File: src/rtl/tcc_pkg.sv
// Package of constants, types and register map for the 8-bit timer compare core
// How it works
// - Tick source: I/O clock, crystal when selected
// - Clock select zero stops and holds counter
// - Counter readable and writable at any time
// - Counter write beats clear or count
// - Tick clears, increments or decrements; top/bottom flags
// - Three-bit mode field split over controls A/B
// - Overflow flag set per mode
// - Each channel compares counter every cycle
// - Match sets channel flag on next tick
// - Flag clears on service or written one
// - PWM modes buffer compare values; others direct
// - Buffer copies to active at top/bottom
// - CPU access targets buffer when buffering
// - Force strobe acts like match outside PWM modes, no flag
// - Counter write blocks next tick's match
// - Output register kept across mode change
// - Output mode bits unbuffered, act next match
// - Nonzero output mode overrides port data bit; direction bit still drives enable
// - Output mode zero leaves output register
// - Output state register separate from pin
// - Bottom indication when counter becomes zero
// - Max indication when counter becomes 255
// - Mode zero counts up, overflow at wrap
package tcc_pkg;

  // --------------------------------------------------------------------------
  // Register map (consecutive word addresses)
  // --------------------------------------------------------------------------
  localparam logic [3:0] ADDR_CTRL_A  = 4'h0;
  localparam logic [3:0] ADDR_CTRL_B  = 4'h1;
  localparam logic [3:0] ADDR_COUNT   = 4'h2;
  localparam logic [3:0] ADDR_CMP_A   = 4'h3;
  localparam logic [3:0] ADDR_CMP_B   = 4'h4;
  localparam logic [3:0] ADDR_FLAGS   = 4'h5;
  localparam logic [3:0] ADDR_INT_EN  = 4'h6;
  localparam logic [3:0] ADDR_ASYNC   = 4'h7;
  localparam logic [3:0] ADDR_PORT    = 4'h8;

  // --------------------------------------------------------------------------
  // Field positions
  // --------------------------------------------------------------------------
  localparam int CA_MODE_LO   = 0;
  localparam int CA_COM_B_LO  = 4;
  localparam int CA_COM_A_LO  = 6;
  localparam int CB_CS_LO     = 0;
  localparam int CB_MODE_HI   = 3;
  localparam int CB_FORCE_B   = 6;
  localparam int CB_FORCE_A   = 7;
  localparam int FL_OVF       = 0;
  localparam int FL_CMP_A     = 1;
  localparam int FL_CMP_B     = 2;
  localparam int AS_SEL       = 5;
  localparam int PT_DATA_A    = 0;
  localparam int PT_DATA_B    = 1;
  localparam int PT_DIR_A     = 2;
  localparam int PT_DIR_B     = 3;

  localparam logic [7:0] CNT_BOTTOM = 8'h00;
  localparam logic [7:0] CNT_MAX    = 8'hff;
  localparam logic [7:0] RESET_BYTE = 8'h00;
  localparam logic [2:0] CS_STOP    = 3'h0;
  localparam logic [1:0] COM_NONE   = 2'h0;
  localparam logic [1:0] COM_TOGGLE = 2'h1;
  localparam logic [1:0] COM_CLEAR  = 2'h2;
  localparam logic [1:0] COM_SET    = 2'h3;

  // Waveform mode codes
  localparam logic [2:0] WM_NORMAL   = 3'h0;
  localparam logic [2:0] WM_PC_MAX   = 3'h1;
  localparam logic [2:0] WM_CTC      = 3'h2;
  localparam logic [2:0] WM_FAST_MAX = 3'h3;
  localparam logic [2:0] WM_PC_OCR   = 3'h5;
  localparam logic [2:0] WM_FAST_OCR = 3'h7;

  typedef enum logic {TCC_UP, TCC_DOWN} tcc_dir_e;

  typedef struct packed {
    logic [7:0] act;
    logic [7:0] buf_v;
    logic       out;
  } tcc_chan_s;

endpackage : tcc_pkg

File: src/rtl/tcc_core.sv
// Timer/counter core with two compare channels and Avalon-MM registers
module tcc_core
  import tcc_pkg::*;
(
  input  wire logic        clk,
  input  wire logic        rst_n,
  input  wire logic [3:0]  avs_address,
  input  wire logic        avs_read,
  input  wire logic        avs_write,
  input  wire logic [31:0] avs_writedata,
  output logic      [31:0] avs_readdata,
  output logic             avs_waitrequest,
  input  wire logic        tick_io,
  input  wire logic        tick_crystal,
  input  wire logic        port_in_a,
  input  wire logic        port_in_b,
  output logic             pin_out_a,
  output logic             pin_oe_n_a,
  output logic             pin_out_b,
  output logic             pin_oe_n_b,
  output logic             async_clock_select,
  output logic             overflow_flag,
  output logic             compare_flag_a,
  output logic             compare_flag_b,
  output logic             irq,
  input  wire logic        irq_ack_ovf,
  input  wire logic        irq_ack_a,
  input  wire logic        irq_ack_b
);

  // --------------------------------------------------------------------------
  // State
  // --------------------------------------------------------------------------
  logic [7:0]  timer_control_a;
  logic [7:0]  timer_control_b;
  logic [7:0]  count_value;
  logic [2:0]  int_en;
  logic [3:0]  port_reg;
  logic        block_reg;
  tcc_dir_e    dir_reg;
  tcc_chan_s   ch_a;
  tcc_chan_s   ch_b;
  logic        ack_reg;

  // --------------------------------------------------------------------------
  // Decode
  // --------------------------------------------------------------------------
  wire         wr_en     = avs_write & ~ack_reg;
  wire         rd_en     = avs_read & ~ack_reg;
  wire         wr_ca     = wr_en & (avs_address == ADDR_CTRL_A);
  wire         wr_cb     = wr_en & (avs_address == ADDR_CTRL_B);
  wire         wr_cnt    = wr_en & (avs_address == ADDR_COUNT);
  wire         wr_ocra   = wr_en & (avs_address == ADDR_CMP_A);
  wire         wr_ocrb   = wr_en & (avs_address == ADDR_CMP_B);
  wire         wr_flags  = wr_en & (avs_address == ADDR_FLAGS);
  wire         wr_ie     = wr_en & (avs_address == ADDR_INT_EN);
  wire         wr_as     = wr_en & (avs_address == ADDR_ASYNC);
  wire         wr_port   = wr_en & (avs_address == ADDR_PORT);
  wire [7:0]   wbyte     = avs_writedata[7:0];

  wire [2:0]   waveform_mode_field = {timer_control_b[CB_MODE_HI],
                                      timer_control_a[CA_MODE_LO+1:CA_MODE_LO]};
  wire [2:0]   clock_select_field  = timer_control_b[CB_CS_LO+2:CB_CS_LO];
  wire [1:0]   com_a     = timer_control_a[CA_COM_A_LO+1:CA_COM_A_LO];
  wire [1:0]   com_b     = timer_control_a[CA_COM_B_LO+1:CA_COM_B_LO];

  wire         is_pwm    = (waveform_mode_field != WM_NORMAL) && (waveform_mode_field != WM_CTC);
  wire         is_pc     = (waveform_mode_field == WM_PC_MAX) || (waveform_mode_field == WM_PC_OCR);
  wire         top_ocr   = (waveform_mode_field == WM_CTC) || (waveform_mode_field == WM_PC_OCR)
                           || (waveform_mode_field == WM_FAST_OCR);
  wire [7:0]   top_val   = top_ocr ? ch_a.act : CNT_MAX;

  // tick enable from external prescaler, source chosen by select bit
  logic        async_sel_reg;
  wire         timer_tick = (clock_select_field != CS_STOP) &
                            (async_sel_reg ? tick_crystal : tick_io);

  wire         at_top    = (count_value == top_val);
  wire         at_bottom = (count_value == CNT_BOTTOM);
  wire         at_max    = (count_value == CNT_MAX);

  // --------------------------------------------------------------------------
  // Counter next value
  // --------------------------------------------------------------------------
  logic [7:0]  cnt_next;
  tcc_dir_e    dir_next;
  logic        ovf_evt;
  logic        reload_evt;
  always_comb
  begin
    cnt_next   = count_value;
    dir_next   = dir_reg;
    ovf_evt    = 1'b0;
    reload_evt = 1'b0;
    if (timer_tick)
    begin
      if (is_pc)
      begin
        if (dir_reg == TCC_UP)
        begin
          if (at_top)
          begin
            dir_next   = TCC_DOWN;
            cnt_next   = count_value - 8'h01;
            reload_evt = 1'b1;
          end
          else
            cnt_next = count_value + 8'h01;
        end
        else
        begin
          if (at_bottom)
          begin
            dir_next = TCC_UP;
            cnt_next = count_value + 8'h01;
            ovf_evt  = 1'b1;
          end
          else
            cnt_next = count_value - 8'h01;
        end
      end
      else
      begin
        dir_next = TCC_UP;
        if (at_top && waveform_mode_field != WM_NORMAL)
        begin
          cnt_next   = CNT_BOTTOM;
          reload_evt = 1'b1;
          ovf_evt    = (waveform_mode_field != WM_CTC);
        end
        else
          cnt_next = count_value + 8'h01;
        if (at_max && !(waveform_mode_field == WM_FAST_OCR || waveform_mode_field == WM_FAST_MAX))
          ovf_evt = 1'b1;
      end
    end
    if (wr_cnt)
      cnt_next = wbyte;
  end

  // continuous comparison, gated off one tick after a counter write
  wire         match_a   = (count_value == ch_a.act);
  wire         match_b   = (count_value == ch_b.act);
  wire         hit_a     = timer_tick & match_a & ~block_reg;
  wire         hit_b     = timer_tick & match_b & ~block_reg;
  wire         force_a   = wr_cb & wbyte[CB_FORCE_A] & ~is_pwm;
  wire         force_b   = wr_cb & wbyte[CB_FORCE_B] & ~is_pwm;

  // Output action per mode and output setting
  function automatic logic oc_act(input logic cur, input logic [1:0] com, input logic pwm,
                                  input logic pc, input tcc_dir_e dir);
    logic r;
    r = cur;
    if (com == COM_TOGGLE)
      r = pwm ? cur : ~cur;
    else if (com == COM_CLEAR)
      r = (pc && dir == TCC_DOWN) ? 1'b1 : 1'b0;
    else if (com == COM_SET)
      r = (pc && dir == TCC_DOWN) ? 1'b0 : 1'b1;
    return r;
  endfunction : oc_act

  wire         fast_bot  = timer_tick & ~is_pc & is_pwm & at_top;
  function automatic logic oc_next(input tcc_chan_s ch, input logic hit, input logic frc,
                                   input logic [1:0] com);
    logic r;
    r = ch.out;
    if (fast_bot && com == COM_CLEAR)
      r = 1'b1;
    else if (fast_bot && com == COM_SET)
      r = 1'b0;
    if (hit | frc)
      r = oc_act(ch.out, com, is_pwm, is_pc, dir_reg);
    return r;
  endfunction : oc_next

  wire         oc_a_next = oc_next(ch_a, hit_a, force_a, com_a);
  wire         oc_b_next = oc_next(ch_b, hit_b, force_b, com_b);

  // --------------------------------------------------------------------------
  // Registers
  // --------------------------------------------------------------------------
  always_ff @(posedge clk or negedge rst_n)
  begin
    if (!rst_n)
    begin
      timer_control_a <= RESET_BYTE;
      timer_control_b <= RESET_BYTE;
      count_value     <= RESET_BYTE;
      dir_reg         <= TCC_UP;
      block_reg       <= 1'b0;
      int_en          <= 3'h0;
      port_reg        <= 4'h0;
      async_sel_reg   <= 1'b0;
      ch_a            <= '0;
      ch_b            <= '0;
    end
    else
    begin
      if (wr_ca)
        timer_control_a <= wbyte;
      if (wr_cb)
        timer_control_b <= wbyte & 8'h3f;
      if (wr_ie)
        int_en <= wbyte[2:0];
      if (wr_port)
        port_reg <= wbyte[3:0];
      if (wr_as)
        async_sel_reg <= wbyte[AS_SEL];
      count_value <= cnt_next;
      dir_reg     <= dir_next;
      if (wr_cnt)
        block_reg <= 1'b1;
      else if (timer_tick)
        block_reg <= 1'b0;
      ch_a.out <= oc_a_next;
      ch_b.out <= oc_b_next;
      if (wr_ocra)
        ch_a.buf_v <= wbyte;
      if (wr_ocrb)
        ch_b.buf_v <= wbyte;
      if (wr_ocra && !is_pwm)
        ch_a.act <= wbyte;
      else if (is_pwm && (reload_evt || (timer_tick && is_pc && at_bottom)))
        ch_a.act <= ch_a.buf_v;
      if (wr_ocrb && !is_pwm)
        ch_b.act <= wbyte;
      else if (is_pwm && (reload_evt || (timer_tick && is_pc && at_bottom)))
        ch_b.act <= ch_b.buf_v;
    end
  end

  // --------------------------------------------------------------------------
  // Flags: set wins over clear
  // --------------------------------------------------------------------------
  wire [2:0]   flag_set  = {hit_b, hit_a, ovf_evt};
  wire [2:0]   flag_clr  = (wr_flags ? wbyte[2:0] : 3'h0)
                           | {irq_ack_b, irq_ack_a, irq_ack_ovf};
  wire [2:0]   flag_cur  = {compare_flag_b, compare_flag_a, overflow_flag};
  wire [2:0]   flag_next = flag_set | (flag_cur & ~flag_clr);

  always_ff @(posedge clk or negedge rst_n)
  begin
    if (!rst_n)
    begin
      overflow_flag   <= 1'b0;
      compare_flag_a  <= 1'b0;
      compare_flag_b  <= 1'b0;
      irq             <= 1'b0;
      pin_out_a       <= 1'b0;
      pin_out_b       <= 1'b0;
      pin_oe_n_a      <= 1'b1;
      pin_oe_n_b      <= 1'b1;
      async_clock_select <= 1'b0;
    end
    else
    begin
      overflow_flag   <= flag_next[FL_OVF];
      compare_flag_a  <= flag_next[FL_CMP_A];
      compare_flag_b  <= flag_next[FL_CMP_B];
      irq             <= |(flag_next & int_en);
      pin_out_a       <= (com_a != COM_NONE) ? oc_a_next : port_reg[PT_DATA_A];
      pin_out_b       <= (com_b != COM_NONE) ? oc_b_next : port_reg[PT_DATA_B];
      pin_oe_n_a      <= ~port_reg[PT_DIR_A];
      pin_oe_n_b      <= ~port_reg[PT_DIR_B];
      async_clock_select <= async_sel_reg;
    end
  end

  // --------------------------------------------------------------------------
  // Bus read path: one wait cycle on every access
  // --------------------------------------------------------------------------
  logic [7:0]  rd_mux;
  always_comb
  begin
    unique case (avs_address)
      ADDR_CTRL_A: rd_mux = timer_control_a;
      ADDR_CTRL_B: rd_mux = timer_control_b;
      ADDR_COUNT:  rd_mux = count_value;
      ADDR_CMP_A:  rd_mux = is_pwm ? ch_a.buf_v : ch_a.act;
      ADDR_CMP_B:  rd_mux = is_pwm ? ch_b.buf_v : ch_b.act;
      ADDR_FLAGS:  rd_mux = {5'h00, flag_cur};
      ADDR_INT_EN: rd_mux = {5'h00, int_en};
      ADDR_ASYNC:  rd_mux = {2'h0, async_sel_reg, 5'h00};
      ADDR_PORT:   rd_mux = {2'h0, port_in_b, port_in_a, port_reg};
      default:     rd_mux = RESET_BYTE;
    endcase
  end

  always_ff @(posedge clk or negedge rst_n)
  begin
    if (!rst_n)
    begin
      ack_reg         <= 1'b0;
      avs_waitrequest <= 1'b1;
      avs_readdata    <= 32'h0000_0000;
    end
    else
    begin
      ack_reg         <= (avs_read | avs_write) & ~ack_reg;
      avs_waitrequest <= ~((avs_read | avs_write) & ~ack_reg);
      if (rd_en)
        avs_readdata <= {24'h000000, rd_mux};
    end
  end

endmodule : tcc_core

File: config.mk
export PLATFORM = sky130hd
export DESIGN_NAME = tcc_core
export DESIGN_NICKNAME = d
export VERILOG_FILES = /design/src/rtl/tcc_pkg.sv /design/src/rtl/tcc_core.sv
export SDC_FILE = /design/constraint.sdc
export NUM_CORES = 1
export LEC_CHECK = 0
export BUFFER_PORTS_ARGS = -buffer_cell sky130_fd_sc_hd__buf_2
export CAP_MARGIN = 20
export CORE_MARGIN = 4
export CORE_UTILIZATION = 63
export CTS_BUF_LIST = sky130_fd_sc_hd__clkbuf_8
export CTS_CLUSTER_DIAMETER = 200
export DETAILED_ROUTE_END_ITERATION = 10
export GPL_TIMING_DRIVEN = 0
export PLACE_DENSITY = 0.88
export SLEW_MARGIN = 20
export SYNTH_ARGS = -nofsm -noshare
export SYNTH_HDL_FRONTEND = slang
export SYNTH_SLANG_ARGS = --single-unit
File: constraint.sdc
create_clock -name clk -period 6.7 [get_ports clk]
set_clock_uncertainty 0.05 [all_clocks]
set_input_delay 0.67 -clock clk [delete_from_list [all_inputs] [get_ports clk]]
set_output_delay 0.67 -clock clk [all_outputs]
set_load 0.1 [all_outputs]
==> metrics.md, run 1 <==
| Metric | Value |
|---|---|
| GP Congestion | 0.958 |
| DRC Markers | 0 |
| Detail-routed net length per standard cell | 20.3 um |
| Asr flop ratio synth | 1.00 |
| Core area | 7770 sq um |
| Fmax | 343 MHz |
| Synthesized instance count | 538 |
| Max_cap viols | 0 |
| Reg2reg end | ch_b[14]$_DFFE_PN0P_ |
| Height of the die | 97.6 um |
| Clock sinks | 85 |
| FF-to-FF Start | count_value[0]$_DFFE_PN0P_ |
| Inserted Clock Buffers | 9 |
| Final instance area | 5730 sq um |
| DRT antenna net count | 0 |
| Initial DRC count | 562 |
| Minimum clock period | 2.92 ns |
| Layout Area Growth over Synthesis | 13.2% |
| Yosys reg bits | 85 |
| WS Path Type | register to register |
| Met2 GRT Util | 0.496 |
| I/O pin cnt | 89 |
| Grt met1 use | 0.413 |
| Cell Area, Synth | 5060 sq um |
| Leakage | 2.71 nW |
| Most common cell after layout, fill and taps aside | dfrtp_1 |
| Area of placed instances | 5480 sq um |
| Final slew viol count | 0 |
| 1st-pass router iterations | 6 |
| Reg2Reg Depth | 10 |
| CP endpoint | ch_b[14]$_DFFE_PN0P_ |
| DP Wirelength | 10,500 um |
| Cell taking the most area after synthesis | dfrtp_1 |
| Most frequent cells in the layout | dfrtp_1 (82), nand2_1 (57), nor2_1 (44) |
| Largest regs | ch_a x17, ch_b x17 |
| R2r setup slk | 3.78 ns |
| CP startpoint | count_value[0]$_DFFE_PN0P_ |
| CP Capture Type | register |
| Worst hold path class | input port to async pin |
| Post-synthesis sequential area ratio | 0.421 |
| Placed cell count | 699 |
| Initial antenna violation count | 0 |
| Number of flops mapped to enable cells by yosys | 0 |
| Slew HR | 0.449 |
| Final layout net count | 658 |
| Fraction of layout cells with a size suffix above 1 | 0.237 |
| Largest net degree at the start of global routing | 52 |
| Ranking of synthesized cells by area | dfrtp_1 (41%), mux2_2 (7.3%), nand2_1 (4.2%), mux2i_1 (4.2%), buf_4 (3.7%) |
| Skew-Pair Late Insertion Delay | 0.37 ns |
| Max FO, Critical Path | 10 |
| Hold_ws | 0.198 ns |
| Grt total ovfl | 0 |
| Yosys cell types | 62 |
| Layer with the highest usage | met2 |
| Most common flop cell mapped by yosys | dfrtp_1 |
| CTS clk-pin slew, worst paths | 0.10 ns |
| RSZ-0062 raised after global routing | false |
| N_diodes | 0 |
| H-tree depth | 3 |
| Vias in the first global route | 4,531 |
| CP startpoint kind | register |
| CP Data Required Time | 6.90 ns |
| Post_cts resized | 0 |
| Fin crit share | 0.435 |
| Status | finished clean |
| Fin. Hold Viols | 0 |
| IO buf count | 35 |
| Initial Util | 0.652 |
| Worst endpoint data arrival time | 3.11 ns |
| Endpoints failing setup | 0 |
| Met3 usage | 0.0481 |
| Total Wirelength | 14,500 um |
| Row Count | 32 |
| Filler Cell Count | 586 |
| Die width | 97.6 um |
| Hold buffer count at cts | 0 |
| CTS tree | done |
| Setup_tns | 0 ns |
| Root buf cell | clkbuf_8 |
| Max VDD drop | 0.242 mV |
| Vias | 4,600 |
| Total track usage | 0.309 |
| First-pass GRT wire length | 23,100 um |
| Vias/cell | 6.43 |
| Die area | 9530 sq um |
| CTS Buffer Depth | 2 |
| Mean post-synth cell area | 9.41 sq um |
| Pwr per Cell Area | 381 nW/um^2 |
| Fin cells | 715 |
| Synth warn | 0 |
| Worst-Margin Slew | 0.823 ns |
| Top cell type's share of synthesized area | 0.405 |
| Postcts setup bufs | 0 |
[critical path, cell delays in order (launching register included)]
cell and delay (ns):
dfrtp_1 0.36, buf_2 0.25, inv_1 0.11, nor3_1 0.57, o211ai_2 0.23, o41a_1 0.55, nand2b_4 0.20, buf_6 0.16
buf_6 0.14, nand3_1 0.08, nand2_1 0.07
[worst min path at each step]
stage                             from                          to  slack, ns  depth (start not counted)
6_report                         rst_n  count_value[3]$_DFFE_PN0P_       0.20                          1
5_1_grt                          rst_n         ch_a[2]$_DFFE_PN0P_       0.23                          1
4_1_cts                          rst_n        ch_a[16]$_DFFE_PN0P_       0.21                          1
3_5_place_dp   port_reg[3]$_DFFE_PN0P_        pin_oe_n_b$_DFF_PN1_       0.35                          1
3_3_place_gp   port_reg[3]$_DFFE_PN0P_        pin_oe_n_b$_DFF_PN1_       0.35                          1
2_1_floorplan                    rst_n           ack_reg$_DFF_PN0_       0.32                          0
[metrics by stage]
| step | utilization | setup WS [ns] | power (mW) |
|---|---|---|---|
| 2_1_floorplan | - | 4.27 | 1.49 |
| 6_report | 0.738 | 3.78 | 2.18 |
| 4_1_cts | 0.738 | 3.87 | 2.15 |
| 3_5_place_dp | 0.706 | 3.69 | 1.71 |
| 3_3_place_gp | 0.702 | 3.68 | 1.67 |
| 5_1_grt | 0.738 | 3.66 | 2.29 |
[area by class of cell]
class | count | area (sq um) | area share
clock inverters | 6 | 110 | 0.0192
repair buffers | 36 | 205 | 0.0358
clock buffers | 10 | 138 | 0.0240
inverters | 21 | 78.8 | 0.0138
flip-flops and latches | 85 | 2130 | 0.372
plain buffers | 58 | 345 | 0.0603
well taps | 102 | 128 | 0.0223
multi-input cells | 397 | 2590 | 0.453
[synthesized netlist by cell type (2+ instances only)]
cell	n
ha_1	3
buf_4	25
a22oi_1	15
nor2b_1	11
buf_2	9
xor2_1	3
a21oi_1	22
nand3_1	14
a22o_1	9
o22ai_1	15
dfrtp_1	82
o21ai_0	16
mux2i_1	21
nor2_1	44
nand4_1	9
and3_1	5
a222oi_1	3
a311oi_1	3
a221oi_1	2
mux2_2	33
o32ai_1	4
nor3_1	12
nand2_1	57
a31oi_1	11
or2_2	5
o21ai_1	5
a31o_2	2
dfstp_2	3
xnor2_1	13
nand2b_1	8
buf_6	3
buf_1	3
inv_1	21
clkbuf_1	18
a21o_1	2
[where the power goes]
group	internal, mW	switching [mW]	total [mW]	leakage (nW)
logic	0.322	0.607	0.928	1.52
clock network	0.258	0.201	0.459	0.124
registers	0.660	0.134	0.794	1.07
total	1.24	0.942	2.18	2.71
[cells by family (layout without fill, tap and decap cells)]
group,Yosys count,in the layout,synth area share
simple gates,177,177,0.169
compound gates,123,123,0.175
flops,85,85,0.421
buf+inv,79,131,0.0838
mux,54,54,0.115
xor+xnor,16,16,0.0277
fa+ha+maj,3,3,0.00742
other cells,1,24,0.000741
[per-layer routing]
| layer | share of wire | up-vias | routed length, um |
|---|---|---|---|
| li1 | - | 2017 | - |
| met1 | 0.39 | 2217 | 5640 |
| met2 | 0.48 | 307 | 6920 |
| met3 | 0.10 | 59 | 1490 |
| met4 | 0.035 | 0 | 507 |
| met5 | 0 | - | 0 |
No activity file was read; power rests on OpenSTA's default activity.
==> run 2, diff against run 1 <==
--- a/config.mk
+++ b/config.mk
@@ -5,15 +5,16 @@
 export SDC_FILE = /design/constraint.sdc
 export NUM_CORES = 1
 export LEC_CHECK = 0
+export ABC_AREA = 1
 export BUFFER_PORTS_ARGS = -buffer_cell sky130_fd_sc_hd__buf_2
 export CAP_MARGIN = 20
 export CORE_MARGIN = 4
-export CORE_UTILIZATION = 63
+export CORE_UTILIZATION = 58
 export CTS_BUF_LIST = sky130_fd_sc_hd__clkbuf_8
 export CTS_CLUSTER_DIAMETER = 200
 export DETAILED_ROUTE_END_ITERATION = 10
 export GPL_TIMING_DRIVEN = 0
-export PLACE_DENSITY = 0.88
+export PLACE_DENSITY = 0.82
 export SLEW_MARGIN = 20
 export SYNTH_ARGS = -nofsm -noshare
 export SYNTH_HDL_FRONTEND = slang
==> constraint.sdc (replaced) <==
create_clock -name clk -period 2.9 [get_ports clk]
set_clock_uncertainty 0.05 [all_clocks]
set_input_delay 0.29 -clock clk [delete_from_list [all_inputs] [get_ports clk]]
set_output_delay 0.29 -clock clk [all_outputs]
set_load 0.1 [all_outputs]
==> metrics.md, run 2 <==
| Metric | Value |
|---|---|
| Height of the die | 102 um (+4.5%) |
| Total track usage | 0.315 (+0.00574) |
| Total Wirelength | 15,600 um (+7.0%) |
| Status | finished clean |
| Most common cell after layout, fill and taps aside | nand2_1 |
| Hold buffer count at cts | 1 (+1) |
| Die width | 102 um (+4.5%) |
| CTS tree | done |
| CP startpoint kind | register |
| Placed cell count | 884 (+26%) |
| Pwr per Cell Area | 873 nW/um^2 (+130%) |
| Skew-Pair Late Insertion Delay | 0.36 ns (about the same) |
| N_diodes | 0 (unchanged) |
| Initial antenna violation count | 0 (unchanged) |
| Commonest cells in the synthesized netlist | nand2_1 (212), dfrtp_1 (82), inv_1 (80) |
| Leakage | 3.07 nW (+13%) |
| WS Path Type | register to register |
| Worst hold path class | input port to register |
| CTS clk-pin slew, worst paths | 0.09 ns (about the same) |
| Max_cap viols | 0 (unchanged) |
| Ranking of synthesized cells by area | dfrtp_1 (40%), nand2_1 (16%), o21ai_0 (6.9%), inv_1 (5.9%), nand3_1 (4.5%) |
| 1st-pass router iterations | 6 (unchanged) |
| Worst Slack Setup Final | 0.366 ns (-3.42 ns) |
| Final Power | 5.08 mW (+130%) |
| DP Wirelength | 11,900 um (+14%) |
| Most common flop cell mapped by yosys | dfrtp_1 |
| Area of the multi-input gates | 2480 sq um (-4.2%) |
| Final layout net count | 838 (+27%) |
| Mean post-synth cell area | 7.20 sq um (-23%) |
| CP Data Required Time | 3.10 ns (-3.80 ns) |
| Hold path startpoint | irq_ack_b |
| Slew HR | 0.467 (+0.0178) |
| RSZ-0062 raised after global routing | false |
| Worst-Margin Slew | 0.795 ns (-0.0284 ns) |
| Detail-routed net length per standard cell | 17.3 um (-15%) |
| Final instance area | 5820 sq um (+1.6%) |
| Post_cts resized | 0 (unchanged) |
| Minimum clock period | 2.53 ns (-0.382 ns) |
| Core area | 8680 sq um (+12%) |
| Largest regs | ch_a x17, ch_b x17 |
| Fin. Hold Viols | 0 (unchanged) |
| Worst endpoint data arrival time | 2.74 ns (-0.37 ns) |
| Synth warn | 0 (unchanged) |
| Vias | 5,146 (+12%) |
| Yosys cell types | 38 (-39%) |
| Reg2Reg Depth | 8 (-2) |
| Hold Path Cell Cnt | 2 |
| Cell Area, Synth | 5130 sq um (+1.3%) |
| Layout Utilization | 0.671 (-0.0670) |
| Fmax | 395 MHz (+15%) |
| Min-Delay Endpoint | compare_flag_b$_DFF_PN0_ |
| Largest net degree at the start of global routing | 57 (+9.6%) |
| Cell with the most instances after synthesis | nand2_1 |
| Vias/cell | 5.71 (-11%) |
| Fin cells | 901 (+26%) |
| Row Count | 34 (+6.3%) |
| Clock sinks | 85 (unchanged) |
| IO buf count | 40 (+14%) |
| Postcts setup bufs | 0 (unchanged) |
| Final slew viol count | 0 (unchanged) |
| Number of flops mapped to enable cells by yosys | 0 (unchanged) |
| Max FO, Critical Path | 10 (unchanged) |
| CP Capture Type | register |
| Vias in the first global route | 4,862 (+7.3%) |
| Cell taking the most area after synthesis | dfrtp_1 |
| Pre-CTS WS | 0.468 ns (-3.22 ns) |
| GP Congestion | 1.00 (+4.4%) |
| Most frequent cells in the layout | nand2_1 (212), dfrtp_1 (82), inv_1 (80) |
| CTS Buffer Depth | 2 (unchanged) |
| First-pass GRT wire length | 25,100 um (+8.4%) |
| Initial DRC count | 589 (+4.8%) |
| Hold_ws | 0.102 ns (-0.0962 ns) |
| Fraction of layout cells with a size suffix above 1 | 0.146 (-0.0903) |
| Root buf cell | clkbuf_8 |
| Area of placed instances | 5580 sq um (+1.8%) |
| Fin crit share | 0.874 (+0.438) |
| Top cell type's share of synthesized area | 0.400 (-0.00505) |
| Asr flop ratio synth | 1.00 (unchanged) |
| R2r setup slk | 0.37 ns (-3.42 ns) |
| Initial Util | 0.591 (-0.0611) |
| Setup_tns | 0 ns (unchanged) |
| Inserted Clock Buffers | 9 (unchanged) |
| DRT antenna net count | 0 (unchanged) |
| H-tree depth | 3 (unchanged) |
| Grt total ovfl | 0 (unchanged) |
| Layout Area Growth over Synthesis | 13.5% |
| Filler Cell Count | 771 (+32%) |
| Die area | 10,400 sq um (+9.2%) |
| Endpoints failing setup | 0 (unchanged) |
| Synthesized instance count | 712 (+32%) |
| Reg2reg end | avs_readdata[6]$_DFFE_PN0P_ |
| I/O pin cnt | 89 (unchanged) |
| DRC Markers | 0 (unchanged) |
| Sequential cell area | 2130 sq um (unchanged) |
| FF-to-FF Start | timer_control_a[0]$_DFFE_PN0P_ |
| Yosys reg bits | 85 (unchanged) |
| Max VDD drop | 0.505 mV (+110%) |
| Post-synthesis sequential area ratio | 0.416 (-0.00524) |
run 2: layout make-up:
type,instances,share of cell area
Clock inverter,6,0.0161
Inverter,94,0.0606
Tap cell,108,0.0232
Buffer,38,0.0421
Multi-Input combinational cell,518,0.427
Sequential cell,85,0.366
Clock buffer,10,0.0237
Timing Repair Buffer,42,0.0413
run 2: how the worst max path moves through the flow:
stage	from	endpoint	slack, ns	depth (start not counted)
after floorplan	timer_control_a[0]$_DFFE_PN0P_	ch_b[10]$_DFFE_PN0P_	1.06	11
after global routing	timer_control_a[0]$_DFFE_PN0P_	avs_readdata[6]$_DFFE_PN0P_	0.18	8
after CTS	timer_control_a[0]$_DFFE_PN0P_	avs_readdata[6]$_DFFE_PN0P_	0.44	8
after global placement	timer_control_a[0]$_DFFE_PN0P_	avs_readdata[6]$_DFFE_PN0P_	0.50	8
final	timer_control_a[0]$_DFFE_PN0P_	avs_readdata[6]$_DFFE_PN0P_	0.37	8
after detailed placement	timer_control_a[0]$_DFFE_PN0P_	avs_readdata[6]$_DFFE_PN0P_	0.47	8
run 2: per-layer routing:
layer	GRT usage	vias to the layer above	wire length, um
li1	-	2416	-
met3	0.0580	53	1350
met5	0	-	0
met2	0.510	264	7210
met4	0.119	0	603
met1	0.423	2413	6410
run 2: logic make-up after synthesis:
| family | share of synthesized area |
|---|---|
| flops | 0.416 |
| simple gates | 0.281 |
| xor+xnor | 0.0290 |
| compound gates | 0.150 |
| other cells | 0.000732 |
| buf+inv | 0.117 |
| fa+ha+maj | 0.00732 |
run 2: worst max-delay path, cell delays in order, from the launching register on:
cell and delay, ns:
dfrtp_1 0.44, nor2_2 0.28, clkbuf_1 0.54, clkbuf_1 0.48, a21oi_1 0.12, o21ai_0 0.12
o2111ai_1 0.22, nand2_1 0.12, nand2_1 0.05
run 2: where the power goes:
group | switching [mW] | internal [mW] | leakage, nW
clock | 0.454 | 0.516 | 0.113
sequential | 0.303 | 1.51 | 1.09
combinational | 1.68 | 0.616 | 1.87
total | 2.43 | 2.65 | 3.07
